### src/nvm_loader_pkg.sv
// Purpose: Shared constants and carriers for the LAN image configuration loader
// Assumes: 16-bit image words, byte offset = 2 * word offset
// Notes:   Identifier defaults are arbitrary neutral values
package nvm_loader_pkg;

  localparam logic [6:0]  WORD_ADDR_0     = 7'h00;
  localparam logic [6:0]  WORD_PCI_INIT   = 7'h0A;
  localparam logic [6:0]  WORD_SUBSYS_ID  = 7'h0B;
  localparam logic [6:0]  WORD_SUBSYS_VID = 7'h0C;
  localparam logic [6:0]  WORD_DEVICE_ID  = 7'h0D;
  localparam logic [6:0]  WORD_PCI_LAST   = 7'h10;
  localparam logic [6:0]  WORD_SHARED_CTL = 7'h13;
  localparam logic [6:0]  WORD_SHARED_END = 7'h18;
  localparam logic [6:0]  WORD_PHY_FIRST  = 7'h40;
  localparam logic [6:0]  WORD_PHY_LAST   = 7'h4A;
  localparam logic [3:0]  PHY_WORDS       = 4'hB;

  localparam int          BIT_AUX_POWER   = 7;
  localparam int          BIT_PM_ENA      = 6;
  localparam int          BIT_SSID_WR1    = 3;
  localparam int          BIT_IO_BAR_DIS  = 2;
  localparam int          BIT_LOAD_SUBSYS = 1;
  localparam int          BIT_LOAD_DEVID  = 0;
  localparam int          SIGN_HI         = 15;
  localparam int          SIGN_LO         = 14;
  localparam logic [1:0]  SIGN_VALID      = 2'h2;

  localparam logic [15:0] PCI_INIT_RST    = 16'h10C3;
  localparam logic [15:0] SHARED_CTL_RST  = 16'hA505;
  // Arbitrary neutral identifier defaults
  localparam logic [15:0] DEF_SUBSYS_ID   = 16'h0000;
  localparam logic [15:0] DEF_SUBSYS_VID  = 16'h1234;
  localparam logic [15:0] DEF_DEVICE_ID   = 16'h5678;
  localparam logic [47:0] DEF_STATION     = 48'h0000_0000_0000;

  typedef struct packed {
    logic        aux_power_indication;
    logic        wake_power_mgmt_enable;
    logic        pme_d3cold_support;
    logic        subsys_id_host_write_once;
    logic        io_bar_request;
    logic [15:0] subsys_id;
    logic [15:0] subsys_vendor_id;
    logic [15:0] device_id;
  } pci_cfg_t;

  typedef struct packed {
    logic        req;
    logic [7:0]  byte_addr;
  } nvm_req_t;

endpackage

### src/lan_nvm_config_loader.sv
// Purpose: Loads station address, PCI init and PHY words from the LAN image
// Assumes: Reset requests are single-cycle pulses on ref_clk
// Notes:   Shared load covers words 0x00-0x02, 0x13-0x18 and 0x40-0x4A
//
// Functional notes
// - Station address goes to primary receive address
// - Byte one bit zero goes first
// - Shared words load on shared reset
// - PCI words 0x0A-0x10 load on PCI reset, only with a valid image
// - Aux power plus PM advertises D3cold wake
// - Wake_power_mgmt_enable drives PME support
// - Bit three allows single host subsystem write
// - Bit two suppresses I/O space request
// - Bit one loads subsystem identifiers
// - Bit zero loads device identifier
// - PHY words 0x40-0x4A load for power-up
// - Bad signature skips rest, restores station address and shared control defaults
`timescale 1ns/10ps
module lan_nvm_config_loader (
  input  wire logic                     ref_clk,
  input  wire logic                     rst_n,
  input  wire logic                     shared_reset_load,
  input  wire logic                     pci_reset_load,
  output nvm_loader_pkg::nvm_req_t      nvm_req,
  input  wire logic                     rd_valid,
  input  wire logic [15:0]              rd_data,
  input  wire logic                     host_subsys_wr,
  input  wire logic [15:0]              host_subsys_data,
  output logic [47:0]                   primary_receive_address,
  output logic [15:0]                   shared_init_ctl,
  output logic [15:0]                   phy_cfg_word,
  output logic [3:0]                    phy_cfg_index,
  output logic                          phy_cfg_valid,
  output nvm_loader_pkg::pci_cfg_t      pci_cfg,
  output logic                          image_valid,
  output logic                          load_busy
);
  import nvm_loader_pkg::*;

  // ------------------------------------------------------------
  // Sequencer
  // ------------------------------------------------------------
  typedef enum logic [2:0] {
    ST_IDLE   = 3'b000,
    ST_SIGN   = 3'b001,
    ST_ADDR   = 3'b010,
    ST_SHARED = 3'b011,
    ST_PHY    = 3'b100,
    ST_PCI    = 3'b101
  } load_state_t;

  load_state_t state_ff;
  load_state_t nxt_state;
  logic [6:0]  waddr_ff;
  logic [6:0]  nxt_waddr;
  logic        issued_ff;
  logic        nxt_issued;
  logic        pci_pend_ff;
  logic        nxt_pci_pend;
  logic        valid_ff;
  logic        nxt_valid;
  logic [47:0] addr_ff;
  logic [47:0] nxt_addr;
  logic [15:0] shctl_ff;
  logic [15:0] nxt_shctl;
  logic [15:0] init_ff;
  logic [15:0] nxt_init;
  logic [15:0] ssid_ff;
  logic [15:0] nxt_ssid;
  logic [15:0] svid_ff;
  logic [15:0] nxt_svid;
  logic [15:0] did_ff;
  logic [15:0] nxt_did;
  logic        ssid_wr_used_ff;
  logic        nxt_ssid_wr_used;
  logic [15:0] phy_word_ff;
  logic [15:0] nxt_phy_word;
  logic [3:0]  phy_idx_ff;
  logic [3:0]  nxt_phy_idx;
  logic        phy_vld_ff;
  logic        nxt_phy_vld;

  logic        fetch_start;
  logic        fetch_done;
  logic [15:0] fetch_word;

  nvm_word_fetch u_fetch (
    .ref_clk   (ref_clk),
    .rst_n     (rst_n),
    .start     (fetch_start),
    .word_addr (waddr_ff),
    .nvm_req   (nvm_req),
    .rd_valid  (rd_valid),
    .rd_data   (rd_data),
    .done      (fetch_done),
    .word_q    (fetch_word)
  );

  assign fetch_start = (state_ff != ST_IDLE) && !issued_ff;

  always_comb begin
    nxt_state        = state_ff;
    nxt_waddr        = waddr_ff;
    nxt_issued       = issued_ff;
    nxt_pci_pend     = pci_pend_ff | pci_reset_load;
    nxt_valid        = valid_ff;
    nxt_addr         = addr_ff;
    nxt_shctl        = shctl_ff;
    nxt_init         = init_ff;
    nxt_ssid         = ssid_ff;
    nxt_svid         = svid_ff;
    nxt_did          = did_ff;
    nxt_ssid_wr_used = ssid_wr_used_ff;
    nxt_phy_word     = phy_word_ff;
    nxt_phy_idx      = phy_idx_ff;
    nxt_phy_vld      = 1'b0;
    if (fetch_start) begin
      nxt_issued = 1'b1;
    end
    case (state_ff)
      ST_IDLE: begin
        if (shared_reset_load) begin
          nxt_state = ST_SIGN;
          nxt_waddr = WORD_SHARED_CTL;
        end else if (pci_pend_ff) begin
          nxt_pci_pend = pci_reset_load;
          if (valid_ff) begin
            nxt_state = ST_PCI;
            nxt_waddr = WORD_PCI_INIT;
            nxt_ssid_wr_used = 1'b0;
          end
        end
      end
      ST_SIGN: begin
        if (fetch_done) begin
          nxt_issued = 1'b0;
          if (fetch_word[SIGN_HI:SIGN_LO] == SIGN_VALID) begin
            nxt_valid = 1'b1;
            nxt_state = ST_ADDR;
            nxt_waddr = WORD_ADDR_0;
          end else begin
            nxt_valid = 1'b0;
            nxt_state = ST_IDLE;
            nxt_addr  = DEF_STATION;
            nxt_shctl = SHARED_CTL_RST;
          end
        end
      end
      ST_ADDR: begin
        if (fetch_done) begin
          nxt_issued = 1'b0;
          // Word n holds bytes 2n+2 (high) and 2n+1 (low); byte 1 in bits 7:0
          nxt_addr[{waddr_ff[1:0], 4'h0} +: 16] = fetch_word;
          if (waddr_ff == WORD_ADDR_0 + 7'h02) begin
            nxt_state = ST_SHARED;
            nxt_waddr = WORD_SHARED_CTL;
          end else begin
            nxt_waddr = waddr_ff + 7'h01;
          end
        end
      end
      ST_SHARED: begin
        if (fetch_done) begin
          nxt_issued = 1'b0;
          if (waddr_ff == WORD_SHARED_CTL) begin
            nxt_shctl = fetch_word;
          end
          if (waddr_ff == WORD_SHARED_END) begin
            nxt_state   = ST_PHY;
            nxt_waddr   = WORD_PHY_FIRST;
            nxt_phy_idx = 4'h0;
          end else begin
            nxt_waddr = waddr_ff + 7'h01;
          end
        end
      end
      ST_PHY: begin
        if (fetch_done) begin
          nxt_issued   = 1'b0;
          nxt_phy_word = fetch_word;
          nxt_phy_idx  = 4'(waddr_ff - WORD_PHY_FIRST);
          nxt_phy_vld  = 1'b1;
          if (waddr_ff == WORD_PHY_LAST) begin
            nxt_state = ST_IDLE;
          end else begin
            nxt_waddr = waddr_ff + 7'h01;
          end
        end
      end
      ST_PCI: begin
        if (fetch_done) begin
          nxt_issued = 1'b0;
          if (waddr_ff == WORD_PCI_INIT) begin
            nxt_init = fetch_word;
            nxt_ssid = DEF_SUBSYS_ID;
            nxt_svid = DEF_SUBSYS_VID;
            nxt_did  = DEF_DEVICE_ID;
          end else if (waddr_ff == WORD_SUBSYS_ID && init_ff[BIT_LOAD_SUBSYS]) begin
            nxt_ssid = fetch_word;
          end else if (waddr_ff == WORD_SUBSYS_VID && init_ff[BIT_LOAD_SUBSYS]) begin
            nxt_svid = fetch_word;
          end else if (waddr_ff == WORD_DEVICE_ID && init_ff[BIT_LOAD_DEVID]) begin
            nxt_did = fetch_word;
          end
          if (waddr_ff == WORD_PCI_LAST) begin
            nxt_state = ST_IDLE;
          end else begin
            nxt_waddr = waddr_ff + 7'h01;
          end
        end
      end
      default: begin
        nxt_state = ST_IDLE;
      end
    endcase
    // Taken host write wins over the re-arm in the same cycle
    if (host_subsys_wr && init_ff[BIT_SSID_WR1] && !ssid_wr_used_ff) begin
      nxt_ssid         = host_subsys_data;
      nxt_ssid_wr_used = 1'b1;
    end
  end

  always_ff @(posedge ref_clk or negedge rst_n) begin
    if (!rst_n) begin
      state_ff        <= ST_IDLE;
      waddr_ff        <= 7'h00;
      issued_ff       <= 1'b0;
      pci_pend_ff     <= 1'b0;
      valid_ff        <= 1'b0;
      addr_ff         <= DEF_STATION;
      shctl_ff        <= SHARED_CTL_RST;
      init_ff         <= PCI_INIT_RST;
      ssid_ff         <= DEF_SUBSYS_ID;
      svid_ff         <= DEF_SUBSYS_VID;
      did_ff          <= DEF_DEVICE_ID;
      ssid_wr_used_ff <= 1'b0;
      phy_word_ff     <= 16'h0000;
      phy_idx_ff      <= 4'h0;
      phy_vld_ff      <= 1'b0;
    end else begin
      state_ff        <= nxt_state;
      waddr_ff        <= nxt_waddr;
      issued_ff       <= nxt_issued;
      pci_pend_ff     <= nxt_pci_pend;
      valid_ff        <= nxt_valid;
      addr_ff         <= nxt_addr;
      shctl_ff        <= nxt_shctl;
      init_ff         <= nxt_init;
      ssid_ff         <= nxt_ssid;
      svid_ff         <= nxt_svid;
      did_ff          <= nxt_did;
      ssid_wr_used_ff <= nxt_ssid_wr_used;
      phy_word_ff     <= nxt_phy_word;
      phy_idx_ff      <= nxt_phy_idx;
      phy_vld_ff      <= nxt_phy_vld;
    end
  end

  // ------------------------------------------------------------
  // Outputs
  // ------------------------------------------------------------
  assign primary_receive_address           = addr_ff;
  assign shared_init_ctl                   = shctl_ff;
  assign phy_cfg_word                      = phy_word_ff;
  assign phy_cfg_index                     = phy_idx_ff;
  assign phy_cfg_valid                     = phy_vld_ff;
  assign image_valid                       = valid_ff;
  assign load_busy                         = (state_ff != ST_IDLE);
  assign pci_cfg.aux_power_indication      = init_ff[BIT_AUX_POWER];
  assign pci_cfg.wake_power_mgmt_enable    = init_ff[BIT_PM_ENA];
  assign pci_cfg.pme_d3cold_support        = init_ff[BIT_AUX_POWER] & init_ff[BIT_PM_ENA];
  assign pci_cfg.subsys_id_host_write_once = init_ff[BIT_SSID_WR1] & ~ssid_wr_used_ff;
  assign pci_cfg.io_bar_request            = ~init_ff[BIT_IO_BAR_DIS];
  assign pci_cfg.subsys_id                 = ssid_ff;
  assign pci_cfg.subsys_vendor_id          = svid_ff;
  assign pci_cfg.device_id                 = did_ff;
endmodule

### src/nvm_word_fetch.sv
// Purpose: Issues one image word read and returns the word
// Assumes: Read data returns with rd_valid on the ref_clk domain
// Notes:   Byte address is twice the word address
`timescale 1ns/10ps
module nvm_word_fetch (
  input  wire logic                     ref_clk,
  input  wire logic                     rst_n,
  input  wire logic                     start,
  input  wire logic [6:0]               word_addr,
  output nvm_loader_pkg::nvm_req_t      nvm_req,
  input  wire logic                     rd_valid,
  input  wire logic [15:0]              rd_data,
  output logic                          done,
  output logic [15:0]                   word_q
);
  import nvm_loader_pkg::*;

  logic        busy_ff;
  logic        nxt_busy;
  logic [7:0]  addr_ff;
  logic [7:0]  nxt_addr;
  logic [15:0] word_ff;
  logic [15:0] nxt_word;
  logic        done_ff;
  logic        nxt_done;

  // Word and done are registered, one cycle after rd_valid
  always_comb begin
    nxt_done = busy_ff && rd_valid;
    nxt_busy = busy_ff;
    nxt_addr = addr_ff;
    nxt_word = word_ff;
    if (start && !busy_ff) begin
      nxt_busy = 1'b1;
      nxt_addr = {word_addr, 1'b0};
    end else if (busy_ff && rd_valid) begin
      nxt_busy = 1'b0;
      nxt_word = rd_data;
    end
  end

  always_ff @(posedge ref_clk or negedge rst_n) begin
    if (!rst_n) begin
      busy_ff <= 1'b0;
      addr_ff <= 8'h00;
      word_ff <= 16'h0000;
      done_ff <= 1'b0;
    end else begin
      busy_ff <= nxt_busy;
      addr_ff <= nxt_addr;
      word_ff <= nxt_word;
      done_ff <= nxt_done;
    end
  end

  assign nvm_req.req       = busy_ff;
  assign nvm_req.byte_addr = addr_ff;
  assign done              = done_ff;
  assign word_q            = word_ff;
endmodule
### config.mk
export PLATFORM = sky130hd
export DESIGN_NAME = lan_nvm_config_loader
export DESIGN_NICKNAME = d
export VERILOG_FILES = /design/src/nvm_loader_pkg.sv /design/src/lan_nvm_config_loader.sv /design/src/nvm_word_fetch.sv
export SDC_FILE = /design/constraint.sdc
export NUM_CORES = 1
export LEC_CHECK = 0
export CORE_MARGIN = 2
export CORE_UTILIZATION = 60
export CTS_CLUSTER_SIZE = 25
export DETAILED_ROUTE_END_ITERATION = 6
export DONT_BUFFER_PORTS = 1
export PLACE_DENSITY = 0.83
export SYNTH_ARGS = -nofsm -noshare
export SYNTH_HDL_FRONTEND = slang
export SYNTH_SLANG_ARGS = --single-unit
### constraint.sdc
create_clock -name ref_clk -period 4.8 [get_ports ref_clk]
set_input_delay 0 -clock ref_clk [delete_from_list [all_inputs] [get_ports ref_clk]]
set_output_delay 0 -clock ref_clk [all_outputs]
set_load 0.01 [all_outputs]
==> impl_metrics.json, run 1 <==
{
  "die_x_um": 117.3,
  "p_sw_share_pct": 37.34,
  "status": "finished, final reports clean",
  "clock_tree.buffer_depth": 2,
  "gp_congestion": 0.8481,
  "max_freq_mhz": 326.1,
  "hold_viol": 0,
  "vias_per_cell": 6.261,
  "final_nets": 793,
  "postRouteAntennaNets": 0,
  "core-area_um2": 12570,
  "dieArea_um2": 13770,
  "cp.arrival_ns": 3.43,
  "ys_seq_area_share_pct": 58.17,
  "powerDensity_nw_per_um2": 521.2,
  "ys_async_sr_fraction_pct": 100.0,
  "dp_hpwl_mm": 14.01,
  "synth.top_cell.area_share_pct": 50.32,
  "p_leak_uw": 0.003747,
  "synth_edf_count": 0,
  "postCtsResizedCells": 0,
  "diodes": 0,
  "post_cts_buffers": 0,
  "hold_class": "input port to flop",
  "drtPass1Iterations": 5,
  "worst_slew_pin_slew_ns": 1.171,
  "synth_nets": 794,
  "yosys-top-cells-count": "155 x dfrtp_1, 132 x nand2_1, 69 x o21ai_0",
  "worstSetupEndpointType": "flop",
  "wl_per_cell_um": 23.19,
  "dp_cells": 865,
  "grt_pass1_wl_mm": 33.67,
  "drc_errors": 0,
  "grt_util_all_layers_pct": 32.03,
  "path_clk_slew_ns": 0.07,
  "yosys.area.top_type": "dfrtp_1",
  "cts.hold.buffers_added": 38,
  "root_buffer": "clkbuf_16",
  "clock_latency_ns": 0.43,
  "htree_levels": 4,
  "syn_inst": 751,
  "synth_most_common_cell": "dfrtp_1",
  "start_util_pct": 61.32,
  "cts_tree": "done",
  "intPower_uw": 2829,
  "port_buffers": 0,
  "fin_skew_ns": 0.009304,
  "syn_area_per_cell_um2": 10.26,
  "power_switching_uw": 1686,
  "drv_slew": 0,
  "finalCritPeriodShare_pct": 63.89,
  "cp.required_ns": 5.16,
  "ys.flop_type": "dfrtp_1",
  "crit_path_start_kind": "flop",
  "rows": 41,
  "maxCapViolCount": 0,
  "syn_area_um2": 7707,
  "hold_ws_ns": 0.1074,
  "antenna_found_initial": 0,
  "ys_seq_elements": 178,
  "pre_cts_ws_ns": 1.792,
  "slew_headroom_pct": 21.92,
  "dieHeight_um": 117.3,
  "synthTopCellsByArea": "dfrtp_1 50%, dfstp_2 7.8%, nand2_1 6.4%, o21ai_0 4.5%, a22o_1 4.2%",
  "crit_type": "flop to flop",
  "drive_gt1_share_pct": 11.80,
  "setup_viol": 0,
  "layout_min_cycle_time_ns": 3.067,
  "path_max_fanout": 31,
  "overflow": 0,
  "synthDistinctLibCells": 58,
  "pwr-share-clk_pct": 30.2,
  "stdcell_count": 935,
  "cts_sinks": 178,
  "comb_power_share_pct": 17.5,
  "vdd_drop_max_mv": 0.3648,
  "synthToLayoutAreaGrowth_pct": 12.39,
  "vias": 5854,
  "cts_buffers": 17,
  "finalSetupTns_ns": 0,
  "drtIter0Drc": 510,
  "drt-total-wl_mm": 21.68,
  "rsz0062_at_grt": "no",
  "layout_setup_ws_ns": 1.733,
  "num-fill-cells": 903,
  "grt_pass1_vias": 5768,
  "io_pins": 187,
  "seqPwrFrac_pct": 52.4,
  "yosys_warnings": 0,
  "grt_max_degree": 179
}
power by group through the flow:
stage / Clock (µW) / Combinational [µW] / Sequential (µW)
detailed placement: 0 / 724 / 2380
global route: 1440 / 880 / 2380
finish: 1360 / 788 / 2360
global placement: 0 / 700 / 2360
CTS: 1370 / 782 / 2350
floorplan: 0 / 727 / 1990
worst max-delay path, stage by stage, from the launching register on:
cell     delay [ns]
dfrtp_1        0.50
inv_1          0.19
ha_1           0.27
and3b_1        0.21
nand2_1        0.57
a21oi_1        0.98
nand3_1        0.17
nand2_1        0.11
layer usage:
metal / wire length [µm] / track usage [%] / vias to the layer above / part of all wire [%]
li1: - / - / 2579 / -
met1: 8733 / 41.89 / 2931 / 40
met2: 10450 / 51.10 / 306 / 48
met3: 1943 / 9.144 / 38 / 9.0
met4: 553 / 12.35 / 0 / 2.6
met5: 0 / 0 / - / 0
path summary, 6_finish.rpt:
check	from	end	slack (ns)	depth (start not counted)
worst max-delay path	waddr_ff[0]	svid_ff[0]	1.73	7
worst min-delay path	host_subsys_wr	ssid_wr_used_ff	0.11	2
worst max register to register	waddr_ff[0]	svid_ff[0]	1.73	7
worst min register to register	init_ff[0]	init_ff[0]	0.48	2
max in group asynchronous	rst_n	ssid_ff[11]	3.86	2
min in group asynchronous	rst_n	ssid_ff[6]	0.19	2
cell usage in the layout (no fill, tap or decap), types with 11 or more instances in the layout:
cell type | Yosys | final
a22o_1 | 37 | 37
nand2_1 | 132 | 132
o21ai_0 | 69 | 68
mux2_2 | 19 | 19
nand3_1 | 41 | 41
clkbuf_16 | 0 | 17
dlygate4sd3_1 | 0 | 37
nor2_1 | 41 | 41
a31oi_1 | 24 | 24
mux2i_1 | 16 | 16
dfrtp_1 | 155 | 155
dfstp_2 | 23 | 23
a21oi_1 | 12 | 11
inv_1 | 38 | 38
area by class of cell:
cell class	instances	area, µm²	area share [%]
inverters	38	142.6	1.647
repair buffers	41	420.4	4.853
well taps	172	215.2	2.484
flip-flops and latches	178	4483	51.76
clock buffers	19	432.9	4.998
clock inverters	13	141.4	1.632
multi-input cells	474	2826	32.63
metrics by stage:
stage	power [µW]	util, %	instance area [µm²]
after floorplan	2719	-	7707
after global placement	3064	61.18	7690
after detailed placement	3102	61.18	7690
after CTS	4509	68.92	8662
after global routing	4697	68.92	8662
final	4515	68.92	8662
state kept, by name (all words and copies together), names as in the netlist:
signal / count
phy_cfg_index: 4
phy_cfg_valid: 1
primary_receive_address: 48
issued_ff: 1
shared_init_ctl: 16
u_fetch.busy_ff: 1
u_fetch.addr_ff: 7
waddr_ff: 7
svid_ff: 16
pci_pend_ff: 1
image_valid: 1
did_ff: 16
u_fetch.word_q: 16
init_ff: 6
ssid_ff: 16
ssid_wr_used_ff: 1
u_fetch.done: 1
phy_cfg_word: 16
state_ff: 3
cell families after synthesis:
logic type | share of synthesized area (%)
AO/OA/AOI/OAI | 15.00
XOR/XNOR | 0.2273
adder cells (fa/ha/maj) | 0.8117
buffers and inverters | 5.438
flip-flops | 58.17
multiplexers | 4.854
other | 0.04865
AND/OR/NAND/NOR | 15.45
Note: power is estimated with default switching activity, not from simulation.
==> run 2: changes to the inputs <==
Clock period 4.8 ns to 3.2 ns, I/O delays scaled along.
==> run 2 against run 1 <==
The run now ends with DRC, hold timing left. Clock skew up 0.0018 ns. Sequential power up 49%. Non-clock buffer count rose by 18. Utilization rose by 1.4 points. Setup slack worse by 1.3 ns. Cell area increased by 2.1%. Sequential cell count did not move. Combinational power up 55%. Global-route usage increased by 1.2 points. Register-to-register slack lost 1.3 ns. Wire length is 3.4% higher. Critical endpoint is now ssid_ff[12].
==> impl_metrics.json, run 2 (same netlist as run 1, synthesis figures left out) <==
{
  "status": "complete, but fails checks",
  "violations": "DRC, hold timing",
  "rows": 41,
  "rsz0062_at_grt": "no",
  "power_switching_uw": 2461,
  "mostFrequentLayoutCell": "dfrtp_1",
  "postRouteAntennaNets": 0,
  "p_leak_uw": 0.003867,
  "worstReg2RegEnd": "ssid_ff[12]",
  "clock_tree.buffer_depth": 2,
  "finalSetupTns_ns": 0,
  "powerDensity_nw_per_um2": 782.1,
  "comb_power_share_pct": 17.7,
  "drt-total-wl_mm": 22.42,
  "vias_per_cell": 6.268,
  "grt_max_degree": 179,
  "crit_type": "flop to flop",
  "final_nets": 811,
  "antenna_found_initial": 0,
  "num-fill-cells": 902,
  "crit_buf_inv": 2,
  "maxCapViolCount": 0,
  "reg2reg_slack_ns": 0.42,
  "pre_cts_ws_ns": 0.5828,
  "place_area_um2": 7787,
  "cp.arrival_ns": 3.13,
  "finalCritPeriodShare_pct": 86.96,
  "slew_headroom_pct": 37.68,
  "grt_util_all_layers_pct": 33.18,
  "crit_path_start_kind": "flop",
  "synthToLayoutAreaGrowth_pct": 14.72,
  "dieHeight_um": 117.3,
  "core-area_um2": 12570,
  "overflow": 0,
  "final_area_um2": 8842,
  "htree_levels": 4,
  "drive_gt1_share_pct": 13.19,
  "intPower_uw": 4454,
  "cts_tree": "done",
  "wl_per_cell_um": 23.52,
  "cp_slowest_cell": "dfrtp_1",
  "io_pins": 187,
  "dp_hpwl_mm": 14.31,
  "fin_skew_ns": 0.01109,
  "drtPass1Iterations": 7,
  "die_x_um": 117.3,
  "worst_slew_pin_slew_ns": 0.9348,
  "drtIter0Drc": 603,
  "max_freq_mhz": 359.4,
  "start_util_pct": 61.32,
  "hold_class": "input port to async pin",
  "clock_latency_ns": 0.43,
  "final_cell_mix": "155 x dfrtp_1, 132 x nand2_1, 68 x o21ai_0, 43 x dlygate4sd3_1",
  "hold_ws_ns": -0.7355,
  "largest_register_ffs": 48,
  "grt_pass1_wl_mm": 34.80,
  "grt_pass1_vias": 5919,
  "layout_min_cycle_time_ns": 2.783,
  "path_max_fanout": 32,
  "setup_viol": 0,
  "cts_buffers": 17,
  "port_buffers": 0,
  "cts_sinks": 178,
  "layout_setup_ws_ns": 0.4172,
  "worstReg2RegStart": "state_ff[0]",
  "drv_slew": 0,
  "worstSetupEndpointType": "flop",
  "crit_chain": "nor2b_4 > nand3_4 > o31ai_4 > buf_4 > nor2_1 > a31oi_1 > dlygate4sd3_1",
  "seqPwrFrac_pct": 50.8,
  "crit_family": "buffers and inverters",
  "postCtsResizedCells": 0,
  "hold_viol": 178,
  "pwr-share-clk_pct": 31.5,
  "dieArea_um2": 13770,
  "slowest_delay_ns": 0.75,
  "p_sw_share_pct": 35.59,
  "post_cts_buffers": 0,
  "gp_congestion": 0.9111,
  "reg2reg_depth": 7,
  "root_buffer": "clkbuf_16",
  "finalPower_uw": 6915,
  "vias": 5973,
  "cts.hold.buffers_added": 43,
  "diodes": 0,
  "drc_errors": 1,
  "cp.required_ns": 3.55,
  "vdd_drop_max_mv": 0.4664,
  "path_clk_slew_ns": 0.07
}
[run 2: cell types whose count changed in the layout (fill, tap and decap cells not counted), sizes merged]
cell / before / now
inv: 46 / 43
bufinv: 1 / 3
clkbuf: 19 / 20
dlygate4sd3: 37 / 43
buf: 4 / 16
[run 2: worst max path at each step]
stage / startpoint / endpoint / cells past startpoint
2_1_floorplan: waddr_ff[0] / waddr_ff[3] / 8
3_3_place_gp: waddr_ff[0] / primary_receive_address[4] / 6
3_5_place_dp: waddr_ff[0] / primary_receive_address[0] / 6
4_1_cts: state_ff[0] / ssid_ff[9] / 7
5_1_grt: waddr_ff[0] / ssid_ff[12] / 8
6_report: state_ff[0] / ssid_ff[12] / 7
[run 2: through the flow]
step                      instances  util [%]
after floorplan                 751         -
final                           953     70.35
after global routing            953     70.35
after global placement          878     61.96
after CTS                       953     70.35
after detailed placement        878     61.96
[run 2: cell type report]
class	count	area (µm²)	share of cell area, %
timing repair buffer	59	550.5	6.226
clock inverter	12	167.7	1.896
inverter	38	142.6	1.613
clock buffer	20	456.7	5.165
sequential	178	4483	50.70
multi-input combinational	474	2826	31.97
tap	172	215.2	2.434
[run 2: power groups by stage]
stage	Combinational (µW)	Clock, µW	Sequential, µW
final	1220	2180	3510
after global routing	1350	2310	3540
after CTS	1200	2210	3490
after detailed placement	1150	0	3540
after global placement	1110	0	3520
after floorplan	1090	0	2990
[run 2: metal layers]
metal	wire [µm]	track usage, %	vias to the layer above
li1	-	-	2607
met1	8738	42.79	2966
met2	10650	51.72	343
met3	2338	11.09	57
met4	689	14.23	0
met5	0	0	-
